## config.mk

```make
export PLATFORM = sky130hd
export DESIGN_NAME = sbf_engine
export DESIGN_NICKNAME = d
export VERILOG_FILES = /design/src/sbf_pkg.sv /design/src/sbf_word_if.sv /design/src/sbf_link.sv /design/src/sbf_gap_timer.sv /design/src/sbf_engine.sv
export SDC_FILE = /design/constraint.sdc
export NUM_CORES = 1
export LEC_CHECK = 0
export ABC_CLOCK_PERIOD_IN_PS = 5800
export BUFFER_PORTS_ARGS = -buffer_cell sky130_fd_sc_hd__clkbuf_2
export CORE_MARGIN = 8
export CORE_UTILIZATION = 63
export DETAILED_ROUTE_END_ITERATION = 16
export GPL_ROUTABILITY_DRIVEN = 0
export GPL_TIMING_DRIVEN = 1
export PLACE_DENSITY = 0.93
export SETUP_SLACK_MARGIN = 0.15
export SYNTH_ARGS = -nofsm -noshare
export SYNTH_HDL_FRONTEND = slang
export SYNTH_SLANG_ARGS = --single-unit
```

## constraint.sdc

```tcl
create_clock -name core_clk -period 5.8 [get_ports core_clk]
set_input_delay 0.58 -clock core_clk [delete_from_list [all_inputs] [get_ports core_clk]]
set_output_delay 0.58 -clock core_clk [all_outputs]
set_load 0.02 [all_outputs]
```

## src/sbf_pkg.sv

```systemverilog
// Shared constants and types of the serial burst framing engine.
// Assumes a single core clock domain; link pins are synchronised elsewhere.
package sbf_pkg;
    localparam int WORD_W = 16;
    localparam int ADDR_W = 10;
    localparam int SEL_W = 9;
    localparam int LEN_W = 10;
    localparam int GAP_W = 15;
    localparam int DIR_BIT = 15;
    localparam int OFS_MSB = 14;
    localparam int OFS_LSB = 5;
    localparam int CNT_MSB = 4;
    localparam int CFG_MODE_BIT = 15;
    localparam int CFG_GAP_MSB = 14;
    localparam int SEL_DMEM_BIT = 8;
    localparam int SEL_CH_MSB = 2;
    localparam logic [ADDR_W-1:0] CFG_ADDR = 10'h1a9;
    localparam logic [ADDR_W-1:0] SEL_ADDR = 10'h3ff;
    localparam logic [WORD_W-1:0] CFG_RESET = 16'h7fff;
    localparam logic [SEL_W-1:0] SEL_RESET = 9'h000;
    localparam logic [SEL_W-1:0] SEL_IFACE = 9'h100;
    localparam logic [12:0] CHECK_PATTERN = 13'h1555;
    localparam logic CKSYS_MISSING = 1'b0;
    localparam logic [LEN_W-1:0] DMEM_LEN = 10'h0c0;
    localparam logic [3:0] BIT_LAST = 4'hf;

    typedef enum logic [1:0] {
        SBF_IDLE, SBF_WRITE, SBF_READ, SBF_ERROR
    } sbf_state_e;

    typedef enum logic [2:0] {
        SBF_LS_NONE, SBF_LS_CH1, SBF_LS_CH2, SBF_LS_CH3, SBF_LS_DMEM
    } sbf_len_src_e;

    // Which length governs a long burst for a given target value
    function automatic sbf_len_src_e long_src(input logic [SEL_W-1:0] s);
        long_src = SBF_LS_NONE;
        if (s[SEL_DMEM_BIT]) begin
            if (s[SEL_CH_MSB:0] == 3'h0)
                long_src = SBF_LS_DMEM;
        end else begin
            case (s[SEL_CH_MSB:0])
                3'h1, 3'h3, 3'h5, 3'h7: long_src = SBF_LS_CH1;
                3'h2, 3'h6: long_src = SBF_LS_CH2;
                3'h4: long_src = SBF_LS_CH3;
                default: long_src = SBF_LS_NONE;
            endcase
        end
    endfunction
endpackage

```

## src/sbf_word_if.sv

```systemverilog
// Word-level carrier between the serial link front end and the framing core.
// Assumes both ends run on core_clk.
`timescale 1ns/1ps
`default_nettype none
interface sbf_word_if;
    logic word_valid;
    logic [15:0] word;
    logic [15:0] tx_word;
    logic cs_active;
    logic cs_start;
    logic cs_end;
    logic part_err;
    modport link (output word_valid, word, cs_active, cs_start, cs_end,
        part_err, input tx_word);
    modport core (input word_valid, word, cs_active, cs_start, cs_end,
        part_err, output tx_word);
endinterface
`default_nettype wire

```

## src/sbf_link.sv

```systemverilog
// Serial front end: synchronises the pins, assembles 16-bit words MSB first.
// Assumes clock idle low, data taken on the rising edge, changed on falling.
`timescale 1ns/1ps
`default_nettype none
module sbf_link (
    // Clock and reset
    input wire logic core_clk,
    input wire logic srst,
    // Link pins
    input wire logic sclk,
    input wire logic select_line_n,
    input wire logic mosi,
    output logic miso,
    output logic miso_oe,
    // Word side
    sbf_word_if.link wif
);
    typedef struct packed {
        logic [2:0] sclk_r;
        logic [2:0] cs_r;
        logic [1:0] mosi_r;
        logic [15:0] sh;
        logic [3:0] bits;
        logic [15:0] tx;
        logic miso;
        logic wv;
        logic [15:0] word;
        logic start;
        logic endp;
        logic part;
    } sbf_link_s;

    localparam sbf_link_s RST = '{cs_r: 3'h7, default: '0};
    sbf_link_s q, d;
    logic rise, fall, act, start_now;

    always_comb begin
        d = q;
        d.sclk_r = {q.sclk_r[1:0], sclk};
        d.cs_r = {q.cs_r[1:0], select_line_n};
        d.mosi_r = {q.mosi_r[0], mosi};
        d.wv = 1'b0;
        d.start = 1'b0;
        d.endp = 1'b0;
        d.part = 1'b0;
        rise = q.sclk_r[1] & ~q.sclk_r[2];
        fall = ~q.sclk_r[1] & q.sclk_r[2];
        act = ~q.cs_r[1];
        start_now = q.cs_r[2] & ~q.cs_r[1];
        if (!act) begin
            d.bits = '0;
            if (q.cs_r[1] & ~q.cs_r[2]) begin
                d.endp = 1'b1;
                d.part = (q.bits != '0);
            end
        end else if (start_now) begin
            d.start = 1'b1;
            d.bits = '0;
            d.miso = wif.tx_word[15];
            d.tx = {wif.tx_word[14:0], 1'b0};
        end else begin
            if (rise) begin
                d.sh = {q.sh[14:0], q.mosi_r[1]};
                d.bits = 4'(q.bits + 4'h1);
                if (q.bits == sbf_pkg::BIT_LAST) begin
                    d.wv = 1'b1;
                    d.word = {q.sh[14:0], q.mosi_r[1]};
                end
            end
            if (fall) begin
                // A finished word hands over to the next reply word here
                if (q.bits == '0) begin
                    d.miso = wif.tx_word[15];
                    d.tx = {wif.tx_word[14:0], 1'b0};
                end else begin
                    d.miso = q.tx[15];
                    d.tx = {q.tx[14:0], 1'b0};
                end
            end
        end
    end

    always_ff @(posedge core_clk) begin
        if (srst)
            q <= RST;
        else
            q <= d;
    end

    assign miso = q.miso;
    assign miso_oe = ~q.cs_r[1];
    assign wif.word_valid = q.wv;
    assign wif.word = q.word;
    assign wif.cs_active = ~q.cs_r[1];
    assign wif.cs_start = q.start;
    assign wif.cs_end = q.endp;
    assign wif.part_err = q.part;
endmodule // sbf_link
`default_nettype wire

```

## src/sbf_gap_timer.sv

```systemverilog
// Word-gap watchdog: counts core cycles since the last word of a burst.
// Assumes kick and run come from logic on core_clk; limit zero disables it.
`timescale 1ns/1ps
`default_nettype none
module sbf_gap_timer #(
    parameter int CW = 15
) (
    // Clock and reset
    input wire logic core_clk,
    input wire logic srst,
    // Control
    input wire logic run,
    input wire logic kick,
    input wire logic [CW-1:0] limit,
    // Result
    output logic expired
);
    typedef struct packed {
        logic [CW-1:0] cnt;
        logic exp;
    } sbf_gap_s;

    sbf_gap_s q, d;

    always_comb begin
        d = q;
        d.exp = 1'b0;
        if (!run || kick) begin
            d.cnt = '0;
        end else if (limit != '0 && q.cnt >= limit) begin
            d.exp = 1'b1;
            d.cnt = '0;
        end else begin
            d.cnt = CW'(q.cnt + 1'b1);
        end
    end

    always_ff @(posedge core_clk) begin
        if (srst)
            q <= '0;
        else
            q <= d;
    end

    assign expired = q.exp;
endmodule // sbf_gap_timer
`default_nettype wire

```

## src/sbf_engine.sv

```systemverilog
// Burst framing engine: decodes command words and drives the memory port.
// Assumes a one-cycle read latency on rd_data and lengths on core_clk.
`timescale 1ns/1ps
`default_nettype none
module sbf_engine #(
    parameter int LEN_W = sbf_pkg::LEN_W
) (
    // Clock and reset
    input wire logic core_clk,
    input wire logic srst,
    // Serial link pins
    input wire logic sclk,
    input wire logic select_line_n,
    input wire logic mosi,
    output logic miso,
    output logic miso_oe,
    // Program lengths of the three channels
    input wire logic [LEN_W-1:0] prog_len_1,
    input wire logic [LEN_W-1:0] prog_len_2,
    input wire logic [LEN_W-1:0] prog_len_3,
    // Memory and register write port
    output logic wr_en,
    output logic [sbf_pkg::ADDR_W-1:0] wr_addr,
    output logic [sbf_pkg::WORD_W-1:0] wr_data,
    output logic [sbf_pkg::SEL_W-1:0] wr_area,
    // Memory and register read port
    output logic rd_en,
    output logic [sbf_pkg::ADDR_W-1:0] rd_addr,
    output logic [sbf_pkg::SEL_W-1:0] rd_area,
    input wire logic [sbf_pkg::WORD_W-1:0] rd_data,
    // Status
    output logic frame_err,
    output logic word_err,
    output logic burst_busy,
    output logic mode_b
);
    typedef struct packed {
        sbf_pkg::sbf_state_e st;
        logic mode_b;
        logic unb;
        logic first;
        logic [sbf_pkg::ADDR_W-1:0] addr;
        logic [LEN_W-1:0] rem;
        logic [sbf_pkg::SEL_W-1:0] sel;
        logic [sbf_pkg::WORD_W-1:0] cfg;
        logic ferr;
        logic werr;
        logic wr_en;
        logic [sbf_pkg::ADDR_W-1:0] wr_addr;
        logic [sbf_pkg::WORD_W-1:0] wr_data;
        logic [sbf_pkg::SEL_W-1:0] wr_area;
        logic rd_en;
        logic rd_pend;
        logic [sbf_pkg::ADDR_W-1:0] rd_addr;
        logic [sbf_pkg::WORD_W-1:0] tx_rd;
    } sbf_core_s;

    localparam sbf_core_s RST = '{
        st: sbf_pkg::SBF_IDLE,
        sel: sbf_pkg::SEL_RESET,
        cfg: sbf_pkg::CFG_RESET,
        wr_area: sbf_pkg::SEL_RESET,
        default: '0
    };

    function automatic logic [sbf_pkg::ADDR_W-1:0] inc_addr(
        input logic [sbf_pkg::ADDR_W-1:0] a);
        inc_addr = sbf_pkg::ADDR_W'(a + 1'b1);
    endfunction

    function automatic logic [sbf_pkg::ADDR_W-1:0] cmd_ofs(
        input logic [sbf_pkg::WORD_W-1:0] w);
        cmd_ofs = w[sbf_pkg::OFS_MSB:sbf_pkg::OFS_LSB];
    endfunction

    function automatic logic [LEN_W-1:0] cmd_cnt(
        input logic [sbf_pkg::WORD_W-1:0] w);
        cmd_cnt = LEN_W'(w[sbf_pkg::CNT_MSB:0]);
    endfunction

    sbf_word_if wif ();
    sbf_core_s q, d;
    logic gap_exp;
    logic gap_run;
    logic cfg_b;
    logic last_a;
    sbf_pkg::sbf_len_src_e src;
    logic [LEN_W-1:0] long_len;

    sbf_link u_link (
        .core_clk(core_clk),
        .srst(srst),
        .sclk(sclk),
        .select_line_n(select_line_n),
        .mosi(mosi),
        .miso(miso),
        .miso_oe(miso_oe),
        .wif(wif)
    );

    // Only gap-tolerant bursts are guarded by the watchdog
    assign gap_run = (q.st == sbf_pkg::SBF_WRITE ||
        q.st == sbf_pkg::SBF_READ) && !q.mode_b;

    sbf_gap_timer #(
        .CW(sbf_pkg::GAP_W)
    ) u_gap (
        .core_clk(core_clk),
        .srst(srst),
        .run(gap_run),
        .kick(wif.word_valid),
        .limit(q.cfg[sbf_pkg::CFG_GAP_MSB:0]),
        .expired(gap_exp)
    );

    assign cfg_b = q.cfg[sbf_pkg::CFG_MODE_BIT];
    assign src = sbf_pkg::long_src(q.sel);

    always_comb begin
        case (src)
            sbf_pkg::SBF_LS_CH1: long_len = prog_len_1;
            sbf_pkg::SBF_LS_CH2: long_len = prog_len_2;
            sbf_pkg::SBF_LS_CH3: long_len = prog_len_3;
            sbf_pkg::SBF_LS_DMEM: long_len = sbf_pkg::DMEM_LEN;
            default: long_len = '0;
        endcase
    end

    // The reply word: read data during reads, else pattern plus flags
    assign wif.tx_word = (q.st == sbf_pkg::SBF_READ) ? q.tx_rd :
        {sbf_pkg::CHECK_PATTERN, sbf_pkg::CKSYS_MISSING,
        q.ferr, q.werr};

    always_comb begin
        d = q;
        d.wr_en = 1'b0;
        d.rd_en = 1'b0;
        d.rd_pend = q.rd_en;
        last_a = 1'b0;
        if (q.rd_pend) begin
            if (q.rd_addr == sbf_pkg::CFG_ADDR)
                d.tx_rd = q.cfg;
            else if (q.rd_addr == sbf_pkg::SEL_ADDR)
                d.tx_rd = sbf_pkg::WORD_W'(q.sel);
            else
                d.tx_rd = rd_data;
        end
        if (wif.cs_start)
            d.first = 1'b1;
        case (q.st)
            sbf_pkg::SBF_IDLE: begin
                // Select-framed mode only accepts the first word
                if (wif.word_valid && (!cfg_b || q.first)) begin
                    d.ferr = 1'b0;
                    d.werr = 1'b0;
                    d.mode_b = cfg_b;
                    d.unb = 1'b0;
                    d.addr = cmd_ofs(wif.word);
                    d.rem = cmd_cnt(wif.word);
                    if (cmd_cnt(wif.word) != '0 || cfg_b) begin
                        d.unb = (cmd_cnt(wif.word) == '0);
                        d.st = wif.word[sbf_pkg::DIR_BIT] ?
                            sbf_pkg::SBF_READ : sbf_pkg::SBF_WRITE;
                    end else if (cmd_ofs(wif.word) == '0) begin
                        if (long_len != '0) begin
                            d.addr = '0;
                            d.rem = long_len;
                            d.st = wif.word[sbf_pkg::DIR_BIT] ?
                                sbf_pkg::SBF_READ : sbf_pkg::SBF_WRITE;
                        end
                    end
                    // Outside select-framed mode, zero count with nonzero offset is dropped as harmless
                    if (d.st == sbf_pkg::SBF_READ) begin
                        d.rd_en = 1'b1;
                        d.rd_addr = d.addr;
                    end
                end
            end
            sbf_pkg::SBF_WRITE, sbf_pkg::SBF_READ: begin
                if (gap_exp) begin
                    d.ferr = 1'b1;
                    d.st = sbf_pkg::SBF_ERROR;
                end else if (wif.word_valid) begin
                    if (q.st == sbf_pkg::SBF_WRITE) begin
                        d.wr_en = 1'b1;
                        d.wr_addr = q.addr;
                        d.wr_data = wif.word;
                        d.wr_area = q.sel;
                        if (q.addr == sbf_pkg::CFG_ADDR)
                            d.cfg = wif.word;
                        if (q.addr == sbf_pkg::SEL_ADDR)
                            d.sel = wif.word[sbf_pkg::SEL_W-1:0];
                    end
                    d.addr = inc_addr(q.addr);
                    if (!q.mode_b) begin
                        d.rem = LEN_W'(q.rem - 1'b1);
                        last_a = (q.rem == LEN_W'(1));
                        if (last_a)
                            d.st = sbf_pkg::SBF_IDLE;
                    end else if (!q.unb) begin
                        if (q.rem != '0) begin
                            d.rem = LEN_W'(q.rem - 1'b1);
                        end else begin
                            d.ferr = 1'b1;
                            d.st = sbf_pkg::SBF_ERROR;
                        end
                    end
                    // Prefetch the next word while the read goes on
                    if (q.st == sbf_pkg::SBF_READ &&
                        d.st == sbf_pkg::SBF_READ &&
                        (q.unb || !q.mode_b || d.rem != '0)) begin
                        d.rd_en = 1'b1;
                        d.rd_addr = d.addr;
                    end
                end else if (wif.cs_end && q.mode_b) begin
                    if (!q.unb && q.rem != '0)
                        d.ferr = 1'b1;
                    d.st = sbf_pkg::SBF_IDLE;
                end
            end
            sbf_pkg::SBF_ERROR: begin
                // Surplus words are dropped until select goes away
                if (!wif.cs_active)
                    d.st = sbf_pkg::SBF_IDLE;
            end
            default: d.st = sbf_pkg::SBF_IDLE;
        endcase
        if (wif.word_valid)
            d.first = 1'b0;
        // A partial word sets its flag even in the clearing cycle
        if (wif.part_err)
            d.werr = 1'b1;
    end

    always_ff @(posedge core_clk) begin
        if (srst)
            q <= RST;
        else
            q <= d;
    end

    assign wr_en = q.wr_en;
    assign wr_addr = q.wr_addr;
    assign wr_data = q.wr_data;
    assign wr_area = q.wr_area;
    assign rd_en = q.rd_en;
    assign rd_addr = q.rd_addr;
    assign rd_area = q.sel;
    assign frame_err = q.ferr;
    assign word_err = q.werr;
    assign burst_busy = (q.st != sbf_pkg::SBF_IDLE);
    assign mode_b = q.mode_b;
endmodule // sbf_engine
`default_nettype wire

```

# Word level (Yosys, flattened, before mapping)
# Cells that the tools add are included.
[word_totals]
inputBits = 51
wordCells = 215
regBits = 197
[op_classes]
order_cmp = 1
reduce_logical = 57
eq_ne = 33
bitwise = 14
addsub = 4
mux = 74
[op_table]
columns = ["operator", "n"]
rows = [
  ["10-bit 2-to-1 mux", 11],
  ["45-bit 2-to-1 mux", 2],
  ["20-bit 2-to-1 mux", 4],
  ["17-bit 2-to-1 mux", 4],
  ["16-bit 2-to-1 mux", 4],
  ["10-bit one-hot mux with 4 select lines", 1],
  ["20-bit one-hot mux with 2 select lines", 1],
  ["2-bit 2-to-1 mux", 19],
  ["36-bit 2-to-1 mux", 1],
  ["10-bit nonzero test", 3],
  ["25-bit 2-to-1 mux", 1],
  ["10-bit == test, second input constant", 2],
  ["10-bit by 9-bit == test with 1-bit output, second input constant", 2],
  ["10-bit one-hot mux with 2 select lines", 1],
  ["1-bit 2-to-1 mux", 17],
  ["15-bit by 1-bit adder with 15-bit output, second input constant", 1],
  ["3-bit == test, second input constant", 5],
  ["15-bit greater-or-equal comparator", 1],
  ["15-bit nonzero test", 1],
  ["3-bit by 2-bit == test with 1-bit output, second input constant", 4],
  ["4-bit by 3-bit inequality test with 1-bit output, second input constant", 3],
  ["2-bit one-hot mux with 3 select lines", 2],
  ["4-bit AND reduction", 3],
  ["2-bit OR reduction", 6],
  ["other kinds (35)", 84],
]

# Depth between registers and ports, before layout
# Gate-level depths: netlist (run 1).
[logic_depth]
depth_word = 16
depth_mapped = 11
mapped_depth_nobuf = 9

# Hierarchy
# Synthesis (run 1) repeated with hierarchy kept, for this count alone.
[unflattened]
cells_unflattened = 1247
hier_area_um2 = 10247.3
[modules_own_cells]
columns = ["module", "seq_area_each_um2", "instances", "cells_per_inst", "area_per_inst_um2"]
rows = [
  ["sbf_engine", 2322.2, 1, 838, 6621.4],
  ["sbf_link", 1261.2, 1, 278, 2466.1],
  ["sbf_gap_timer", 320.3, 1, 131, 1159.9],
]

# Least setup slack after synthesis (run 1)
# No wires, ideal clock.
[synth_timing]
kind = "input -> register"
from = "input port prog_len_3[2]"
to = "register q (netlist bit rd_addr[0])"
stages = 8
setup_slack_ns = 3.075
t_arrival_ns = 2.604
setup_ns = 0.121
cell_sequence = "or4_1 a22o_1 a311oi_2 a21oi_2 mux2i_1 a211o_1 buf_6 mux2_4"
[synth_via]
elab_chain_len = 10
[synth_lines]
columns = ["element", "line", "text"]
rows = [
  ["from (decl)", "sbf_engine.sv:20", "input wire logic [LEN_W-1:0] prog_len_3,"],
  ["10-bit one-hot mux with 4 select lines *", "sbf_engine.sv:120", "case (src)"],
  ["10-bit nonzero test *", "sbf_engine.sv:165", "if (long_len != '0) begin"],
  ["2-bit 2-to-1 mux", "sbf_engine.sv:165", ""],
  ["2-bit 2-to-1 mux", "sbf_engine.sv:164", "end else if (cmd_ofs(wif.word) == '0) begin"],
  ["2-bit 2-to-1 mux", "sbf_engine.sv:160", "if (cmd_cnt(wif.word) != '0 || cfg_b) begin"],
  ["2-bit 2-to-1 mux", "sbf_engine.sv:153", "if (wif.word_valid && (!cfg_b || q.first)) begin"],
  ["2-bit 2-to-1 mux", "sbf_engine.sv:150", "case (q.st)"],
  ["2-bit == test", "sbf_engine.sv:173", "if (d.st == sbf_pkg::SBF_READ) begin"],
  ["2-bit inequality test (no line)", "--", ""],
  ["6-bit AND reduction (no line)", "--", ""],
  ["to (signal assigned)", "sbf_engine.sv:237", "q <= RST;"],
  ["to (signal assigned)", "sbf_engine.sv:239", "q <= d;"],
  ["to (decl)", "sbf_engine.sv:82", "sbf_core_s q, d;"],
]
# Mark *: on every way between the ends. The rest lies on a longest branch, timed or not. The select of a mux whose other input is x is not followed.
# A chain may end at the register's enable or synchronous reset.

# Worst setup path in the final report (run 1)
[layout_timing]
from = "register q[114] (netlist name)"
to = "register q[68] (netlist name)"
[layout_via]
elab_chain_len = 3
[layout_lines]
columns = ["element", "line"]
rows = [
  ["2-bit by 1-bit == test with 1-bit output or 2-bit == test (tied branches)", "sbf_engine.sv:150, sbf_engine.sv:184"],
  ["2-bit OR reduction", "sbf_engine.sv:150"],
  ["5-bit AND reduction (no line) *", "--"],
]
# Mark *: on every way between the ends. The rest lies on a longest branch, timed or not.

==> impl_metrics.ini, run 1 <==
[cts]
cts_setup_buffers = 0
cts_buffer_depth = 2
clk_pin_slew_ps = 70
cts_made_buffers = 17
clock_latency_ps = 440
cts_max_level = 4
hold_buffers = 0
clock_sinks = 195
cts_tree = yes
cts_root_buf = clkbuf_16
post_cts_resized = 0

[detailed_routing]
wl_per_cell_um = 18.2
drtAntennaViolNets = 0
num_vias = 9090
vias_per_cell = 6.21
dr.first_iter.drc_count = 1343
wl_um = 26700
drtPass1Iterations = 7
remaining_drc_errors = 0

[setup_path]
start_kind = flop
r2r_start = q[114]
worstPathRequired_ps = 6120
endpoint_kind = flop
reg2reg_depth = 8
cp_cell_sequence = inv_1, ha_1, inv_1, nor2_1, and2_1, buf_4, nand4_1, a211o_1
max_stage_delay_ps = 1050
r2r_end = q[68]
arrival_ps = 4710
path_max_fanout = 38
cp_common_cell = inv_1
r2r_setup_slack_ps = 1410
crit_slowest_cell = nand4_1
critPathKind = reg2reg

[timing]
fin_worst_skew_ps = 9.28
setup_slack_ps = 1410
min_period_ps = 4390
setup_violations = 0
grt_setup_unrepaired = no
tns_ps = 0
relSlewSlack_pct = 16.6
min_period_over_period_pct = 75.6
fmax_mhz = 228
worst_pin_slew_ps = 1250
drv_slew = 0
hold_viol = 0

[power_and_ir_drop]
powerDensity_nw_per_um2 = 243
p_total_mw = 2.57
ir_worst_vdd_mv = 0.229
power_leakage_nw = 4.22

[flow_run]
max_cap_viol_count = 0

[die]
die_h_um = 141
ioPinCount = 113
coreArea_um2 = 15300
start_util_pct = 64.5
die_area_um2 = 19900
die_w_um = 141
row_count = 45

[yosys]
yosysWarnings = 0
syn_avg_cell_area_um2 = 7.98
syn_nets = 1310
synth_top_flop_cell = dfxtp_1
synth_cell_types = 66
yosys.area_share.simple_pct = 23.3
synth_edf_count = 0
synth_compound_area_share_pct = 18.1
synth_top_family_by_area = simple AND/OR/NAND/NOR gates
synth-seq-area-share_pct = 39.7
synthXorXnorAreaFrac_pct = 2.23
netlist_area_um2 = 9830
postSynthRegisterBits = 195
yosys.area_share.adder_pct = 3.44
postSynthCellCount = 1232
synthMuxAreaShare_pct = 3.78
ys_async_sr_fraction_pct = 0

[grt]
grt_max_degree = 73
grt_pass1_vias = 8493
grt_use_total_pct = 26.3
grt_pass1_wl_um = 42800
grt.met1_usage_pct = 32.1
grt_util_met3_pct = 5.57
grt_busiest_layer = met2
antenna_found_initial = 0
grt_util_met2_pct = 42.6
grt-ovfl-total = 0

[hold_path]
whs_endpoint = u_link.d[60]
hold_class = in2reg
hold-path-cell-count = 2
min_from = select_line_n

[layout]
syn_to_final_growth_pct = 7.54
final_cell_mix = 223 x nand2_1, 195 x dfxtp_1, 139 x a21oi_1
final_nets = 1318
final_common_cell = nand2_1
drive_gt1_share_pct = 14.0
antennaDiodeCount = 0

[placement]
preCtsSetupSlack_ps = 1620
dp_hpwl_um = 17900
io_buffers = 112

[outcome]
status = finished clean
==> how the worst max path moves through the flow <==
stage                        from          to
floorplan           prog_len_3[2]  rd_addr[0]
global placement           q[114]       q[72]
detailed placement         q[114]       q[80]
CTS                        q[114]       q[68]
global route               q[114]       cfg_b
finish                     q[114]       q[68]
==> sequential cells by signal, summed over array words and instances, names as in the netlist, 10 cells and up <==
signal / cells
wr_data: 16
u_gap.q: 15
wr_addr: 10
u_link.wif.word: 16
u_link.q: 37
q: 56
rd_addr: 10
==> logic make-up (layout without fill, tap and decap cells) <==
family / count (synthesis) / after routing
compound gates: 280 / 280
xor+xnor: 25 / 25
fa+ha+maj: 27 / 27
buf+inv: 183 / 203
flops: 195 / 195
mux: 35 / 35
simple gates: 487 / 487
==> layer usage <==
layer	part of all wire, %	wire [um]
met5	0	0
met2	47	12400
met1	38	10200
met3	10	2670
met4	5.3	1410
==> cell type report <==
| cell class | instances | area [um2] |
|---|---|---|
| multi-input combinational | 854 | 5020 |
| fill | 1100 | 4680 |
| sequential | 195 | 3900 |
| timing repair buffer | 119 | 616 |
| clock buffer | 23 | 478 |
| tap | 211 | 264 |
| inverter | 53 | 199 |
| clock inverter | 8 | 91.3 |
==> synthesized netlist by cell type, types with 11 or more instances <==
master | number | area (um2)
a21o_1 | 15 | 113
nand2_1 | 223 | 837
nand3_1 | 33 | 165
o21ai_0 | 16 | 80.1
clkbuf_1 | 62 | 233
a311oi_1 | 11 | 96.3
ha_1 | 27 | 338
a21oi_1 | 139 | 696
buf_4 | 57 | 428
nor2_1 | 106 | 398
nand2b_1 | 22 | 138
inv_1 | 52 | 195
a211o_1 | 19 | 166
mux2i_1 | 30 | 300
xnor2_1 | 15 | 131
nor2b_1 | 18 | 113
dfxtp_1 | 195 | 3900
nor3_1 | 13 | 65.1
==> stage by stage <==
step | util (%) | area, um2 | hold slack, ps | cells
5_1_grt | 69.3 | 10600 | 331 | 1463
2_1_floorplan | - | 9830 | 389 | 1232
6_report | 69.3 | 10600 | 320 | 1463
3_5_place_dp | 65.6 | 10000 | 400 | 1432
3_3_place_gp | 65.6 | 10000 | 392 | 1432
4_1_cts | 69.3 | 10600 | 319 | 1463
==> worst max-delay path, delay by kind of cell (launching register included) <==
family,cells,cell delay (ps)
AO/OA/AOI/OAI,1,600
buffers and inverters,3,900
adder cells (fa/ha/maj),1,760
flip-flops,1,480
AND/OR/NAND/NOR,3,1530
==> power breakdown <==
group | switching, mW | internal (mW) | leakage [nW] | total (mW)
clock network | 0.520 | 0.633 | 0.278 | 1.15
registers | 0.00440 | 1.35 | 1.57 | 1.35
logic | 0.0413 | 0.0247 | 2.37 | 0.0660
total | 0.566 | 2.00 | 4.22 | 2.57
Power figures use the tool's default switching activity.
==> run 2, diff against run 1 <==
- ABC_CLOCK_PERIOD_IN_PS: 5800 -> 4150
- CORE_UTILIZATION: 63 -> 59
- PLACE_DENSITY: 0.93 -> 0.88
- clock period: 5.8 -> 4.15 ns (I/O delays scaled with it)
==> impl_metrics.ini, run 2 (synthesis results as in run 1) <==
[timing]
fin_worst_skew_ps = 8.91
grt_setup_unrepaired = no
min_period_over_period_pct = 81.9
relSlewSlack_pct = 16.1
min_period_ps = 3400
hold_viol = 0
tns_ps = 0
setup_violations = 0
worst_pin_slew_ps = 1250
fmax_mhz = 294
drv_slew = 0

[setup_path]
setup.worst_path.end = q[72]
worstPathRequired_ps = 4470
start_kind = flop
reg2reg_depth = 9
crit_path_start = q[114]
arrival_ps = 3720
path_max_fanout = 32
endpoint_kind = flop
r2r_setup_slack_ps = 750
r2r_start = q[114]
r2r_end = q[72]
critPathKind = reg2reg

[power_and_ir_drop]
power_leakage_nw = 4.23
p_seq_share_pct = 52.1
pwr-share-comb_pct = 2.6
p_int_mw = 2.87
p_sw_mw = 0.754
powerDensity_nw_per_um2 = 342
p_clk_share_pct = 45.4
switching_share_pct = 20.8
ir_worst_vdd_mv = 0.329

[flow_run]
max_cap_viol_count = 0

[die]
die_w_um = 145
die_area_um2 = 21100
start_util_pct = 59.7
row_count = 47
ioPinCount = 113
die_h_um = 145
coreArea_um2 = 16500

[cts]
hold_buffers = 0
post_cts_resized = 0
clock_sinks = 195
clk_pin_slew_ps = 70
cts_made_buffers = 17
cts_root_buf = clkbuf_16
cts_setup_buffers = 0
clock_latency_ps = 440
cts_buffer_depth = 2
cts_max_level = 4
cts_tree = yes

[grt]
grt_max_degree = 94
grt-ovfl-total = 0
grt_pass1_vias = 8461
grt_use_total_pct = 24.0
antenna_found_initial = 0
grt_pass1_wl_um = 42200

[detailed_routing]
drtAntennaViolNets = 0
dr.first_iter.drc_count = 894
wl_per_cell_um = 17.7
num_vias = 8872
vias_per_cell = 6.02
remaining_drc_errors = 0
wl_um = 26000
drtPass1Iterations = 7

[outcome]
status = finished clean

[placement]
io_buffers = 112
placed_cells = 1443
dp_hpwl_um = 17900

[layout]
antennaDiodeCount = 0
final_nets = 1320
largest-register = q
final_cells = 1473
final_cell_mix = 223 x nand2_1, 195 x dfxtp_1, 139 x a21oi_1
final_common_cell = nand2_1
syn_to_final_growth_pct = 7.95
reg_top3 = q (56), u_link.q (37)
drive_gt1_share_pct = 14.0
largest_reg_flops = 56

[hold_path]
hold-path-cell-count = 2
hold_class = in2reg
==> run 2: cell types whose count changed in the layout (fill, tap and decap cells not counted), sizes merged <==
cell | previous run | this run
clkinv | 3 | 5
clkbuf | 134 | 132
bufinv | 1 | 3
clkinvlp | 1 | 2
buf | 8 | 10
inv | 56 | 52
==> run 2: critical path: stages, from the launching register on <==
cell     delay (ps)
dfxtp_1         470
inv_1           130
ha_1            770
inv_1           410
nor2_1          350
and2_1          190
buf_4           230
nand4_1         130
buf_4           260
a211o_1         320
==> run 2: power by group through the flow <==
| stage | clock network, mW | logic (mW) | registers [mW] |
|---|---|---|---|
| global route | 1.74 | 0.101 | 1.89 |
| CTS | 1.66 | 0.0917 | 1.89 |
| floorplan | 0 | 0.0504 | 1.93 |
| global placement | 0 | 0.0900 | 1.93 |
| finish | 1.65 | 0.0932 | 1.89 |
| detailed placement | 0 | 0.0908 | 1.93 |
==> run 2: worst min path at each step <==
| stage | from | endpoint |
|---|---|---|
| 2_1_floorplan | u_link.d[60] | u_link.d[61] |
| 3_3_place_gp | u_link.d[60] | u_link.d[61] |
| 3_5_place_dp | u_link.d[60] | u_link.d[61] |
| 4_1_cts | select_line_n | u_link.d[60] |
| 5_1_grt | select_line_n | u_link.d[60] |
| 6_report | select_line_n | u_link.d[60] |
==> run 2: layout make-up <==
cell class                 count  area [um2]
clock buffer                  21         450
clock inverter                 9         133
fill                        1286        5850
inverter                      53         199
multi-input combinational    854        5020
sequential                   195        3900
tap                          220         275
timing repair buffer         121         631
==> run 2: routing by layer <==
| metal | vias up | global-route usage, % | part of all wire [%] |
|---|---|---|---|
| li1 | 4197 | - | - |
| met1 | 4096 | 29.0 | 41 |
| met2 | 465 | 38.1 | 45 |
| met3 | 114 | 6.28 | 9.0 |
| met4 | 0 | 13.6 | 5.0 |
| met5 | - | 0 | 0 |
==> run 2: per-stage QoR <==
step | hold WS (ps) | power [mW] | area, um2 | utilization [%] | worst slack, ps
finish | 157 | 3.63 | 10600 | 64.5 | 752
global route | 158 | 3.73 | 10600 | 64.5 | 547
CTS | 150 | 3.64 | 10600 | 64.5 | 868
detailed placement | 397 | 2.02 | 10000 | 60.9 | 907
global placement | 392 | 2.02 | 10000 | 60.9 | 1110
floorplan | 389 | 1.98 | 9830 | - | 1590
==> run 3, diff against run 2 <==
- ABC_CLOCK_PERIOD_IN_PS: 4150 -> 2900
- CORE_UTILIZATION: 59 -> 53
- PLACE_DENSITY: 0.88 -> 0.84
- clock period: 4.15 -> 2.9 ns (I/O delays scaled with it)
==> impl_metrics.ini, run 3 (synthesis results as in run 1) <==
[grt]
grt-ovfl-total = 0
grt_pass1_wl_um = 42300
grt_busiest_layer = met2
grt_use_total_pct = 22.2
grt_max_degree = 71
grt.met1_usage_pct = 27.4
grt_pass1_vias = 8342
grt_util_met2_pct = 35.8
grt_util_met3_pct = 5.22
antenna_found_initial = 0

[cts]
clock_latency_ps = 450
cts_made_buffers = 17
clk_pin_slew_ps = 70
cts_buffer_depth = 2
cts_tree = yes
cts_max_level = 4
cts_root_buf = clkbuf_16
hold_buffers = 0
clock_sinks = 195

[setup_path]
arrival_ps = 2950
critPathTopFamily = compound AO/OA/AOI/OAI gates
start_kind = flop
critPathBufInv = 0
path_max_fanout = 9
max_stage_delay_ps = 630
endpoint_kind = flop
crit_slowest_cell = or4_1
crit_path_start = rd_area[0]
critPathKind = reg2reg
worstPathRequired_ps = 3230
cp_cell_sequence = or4_1, a311oi_4, a21oi_2, mux2i_1, a211o_2, mux2_4
r2r_start = rd_area[0]

[timing]
setup_slack_ps = 278
grt_setup_unrepaired = no
drv_slew = 0
fmax_mhz = 381
whs_ps = 27.7
setup_violations = 0
min_period_over_period_pct = 90.4
hold_viol = 0
worst_pin_slew_ps = 1080
fin_worst_skew_ps = 14.1
min_period_ps = 2620
relSlewSlack_pct = 28.2
tns_ps = 0

[power_and_ir_drop]
ir_worst_vdd_mv = 0.476
p_total_mw = 5.12
switching_share_pct = 23.8
pwr-share-comb_pct = 2.7
p_sw_mw = 1.22
p_int_mw = 3.90
powerDensity_nw_per_um2 = 471
p_clk_share_pct = 44.6
power_leakage_nw = 4.40
p_seq_share_pct = 52.7

[placement]
preCtsSetupSlack_ps = 129
placedInstanceArea_um2 = 10300
dp_hpwl_um = 19000
io_buffers = 112
placed_cells = 1488

[layout]
final_cell_mix = 223 x nand2_1, 194 x dfxtp_1, 139 x a21oi_1
largest-register = q
final_common_cell = nand2_1
final_nets = 1352
largest_reg_flops = 56
final_cells = 1521
fill_cells = 1567
syn_to_final_growth_pct = 10.6
antennaDiodeCount = 0
fin_area_um2 = 10900
post-route-util_pct = 58.9
drive_gt1_share_pct = 16.8
reg_top3 = q (56), u_link.q (37)

[flow_run]
max_cap_viol_count = 0

[detailed_routing]
dr.first_iter.drc_count = 888
wl_per_cell_um = 17.3
num_vias = 8888
drtAntennaViolNets = 0
remaining_drc_errors = 0
drtPass1Iterations = 5
vias_per_cell = 5.84
wl_um = 26400

[outcome]
status = finished clean

[die]
die_area_um2 = 23200
coreArea_um2 = 18500
ioPinCount = 113
start_util_pct = 53.3
die_h_um = 152
row_count = 50
die_w_um = 152

[hold_path]
hold_class = in2reg
min_from = select_line_n
==> run 3: power by group through the flow <==
stage               combinational [mW]  sequential [mW]  clock, mW
floorplan                       0.0722             2.76          0
global placement                 0.131             2.76          0
detailed placement               0.134             2.76          0
CTS                              0.134             2.70       2.29
global route                     0.147             2.70       2.42
finish                           0.136             2.70       2.28
==> run 3: path summary, 6_finish.rpt <==
path,to,slack (ps),depth (start not counted)
max,rd_addr[2],280,6
min,u_link.d[60],30,2
max reg2reg,rd_addr[2],280,6
min reg2reg,u_link.d[61],410,1
==> run 3: what timing repair did <==
action / in CTS / in global routing
setup endpoints to repair: 0 / 10
gates resized for setup: 0 / 5
buffers inserted: 0 / 1
endpoints found under the hold margin: 0 / 0
==> run 3: cell type report <==
cell class	count	area (um2)	share of cell area (%)
tap	234	293	2.69
clock inverter	13	115	1.06
sequential	195	3910	35.9
clock buffer	19	443	4.07
inverter	53	199	1.83
multi-input combinational	854	5040	46.3
timing repair buffer	153	883	8.12
==> run 3: layer usage <==
metal / vias up / wire length, um
met5: - / 0
met4: 0 / 980
met2: 387 / 12300
met3: 74 / 2100
li1: 4283 / -
met1: 4144 / 11000
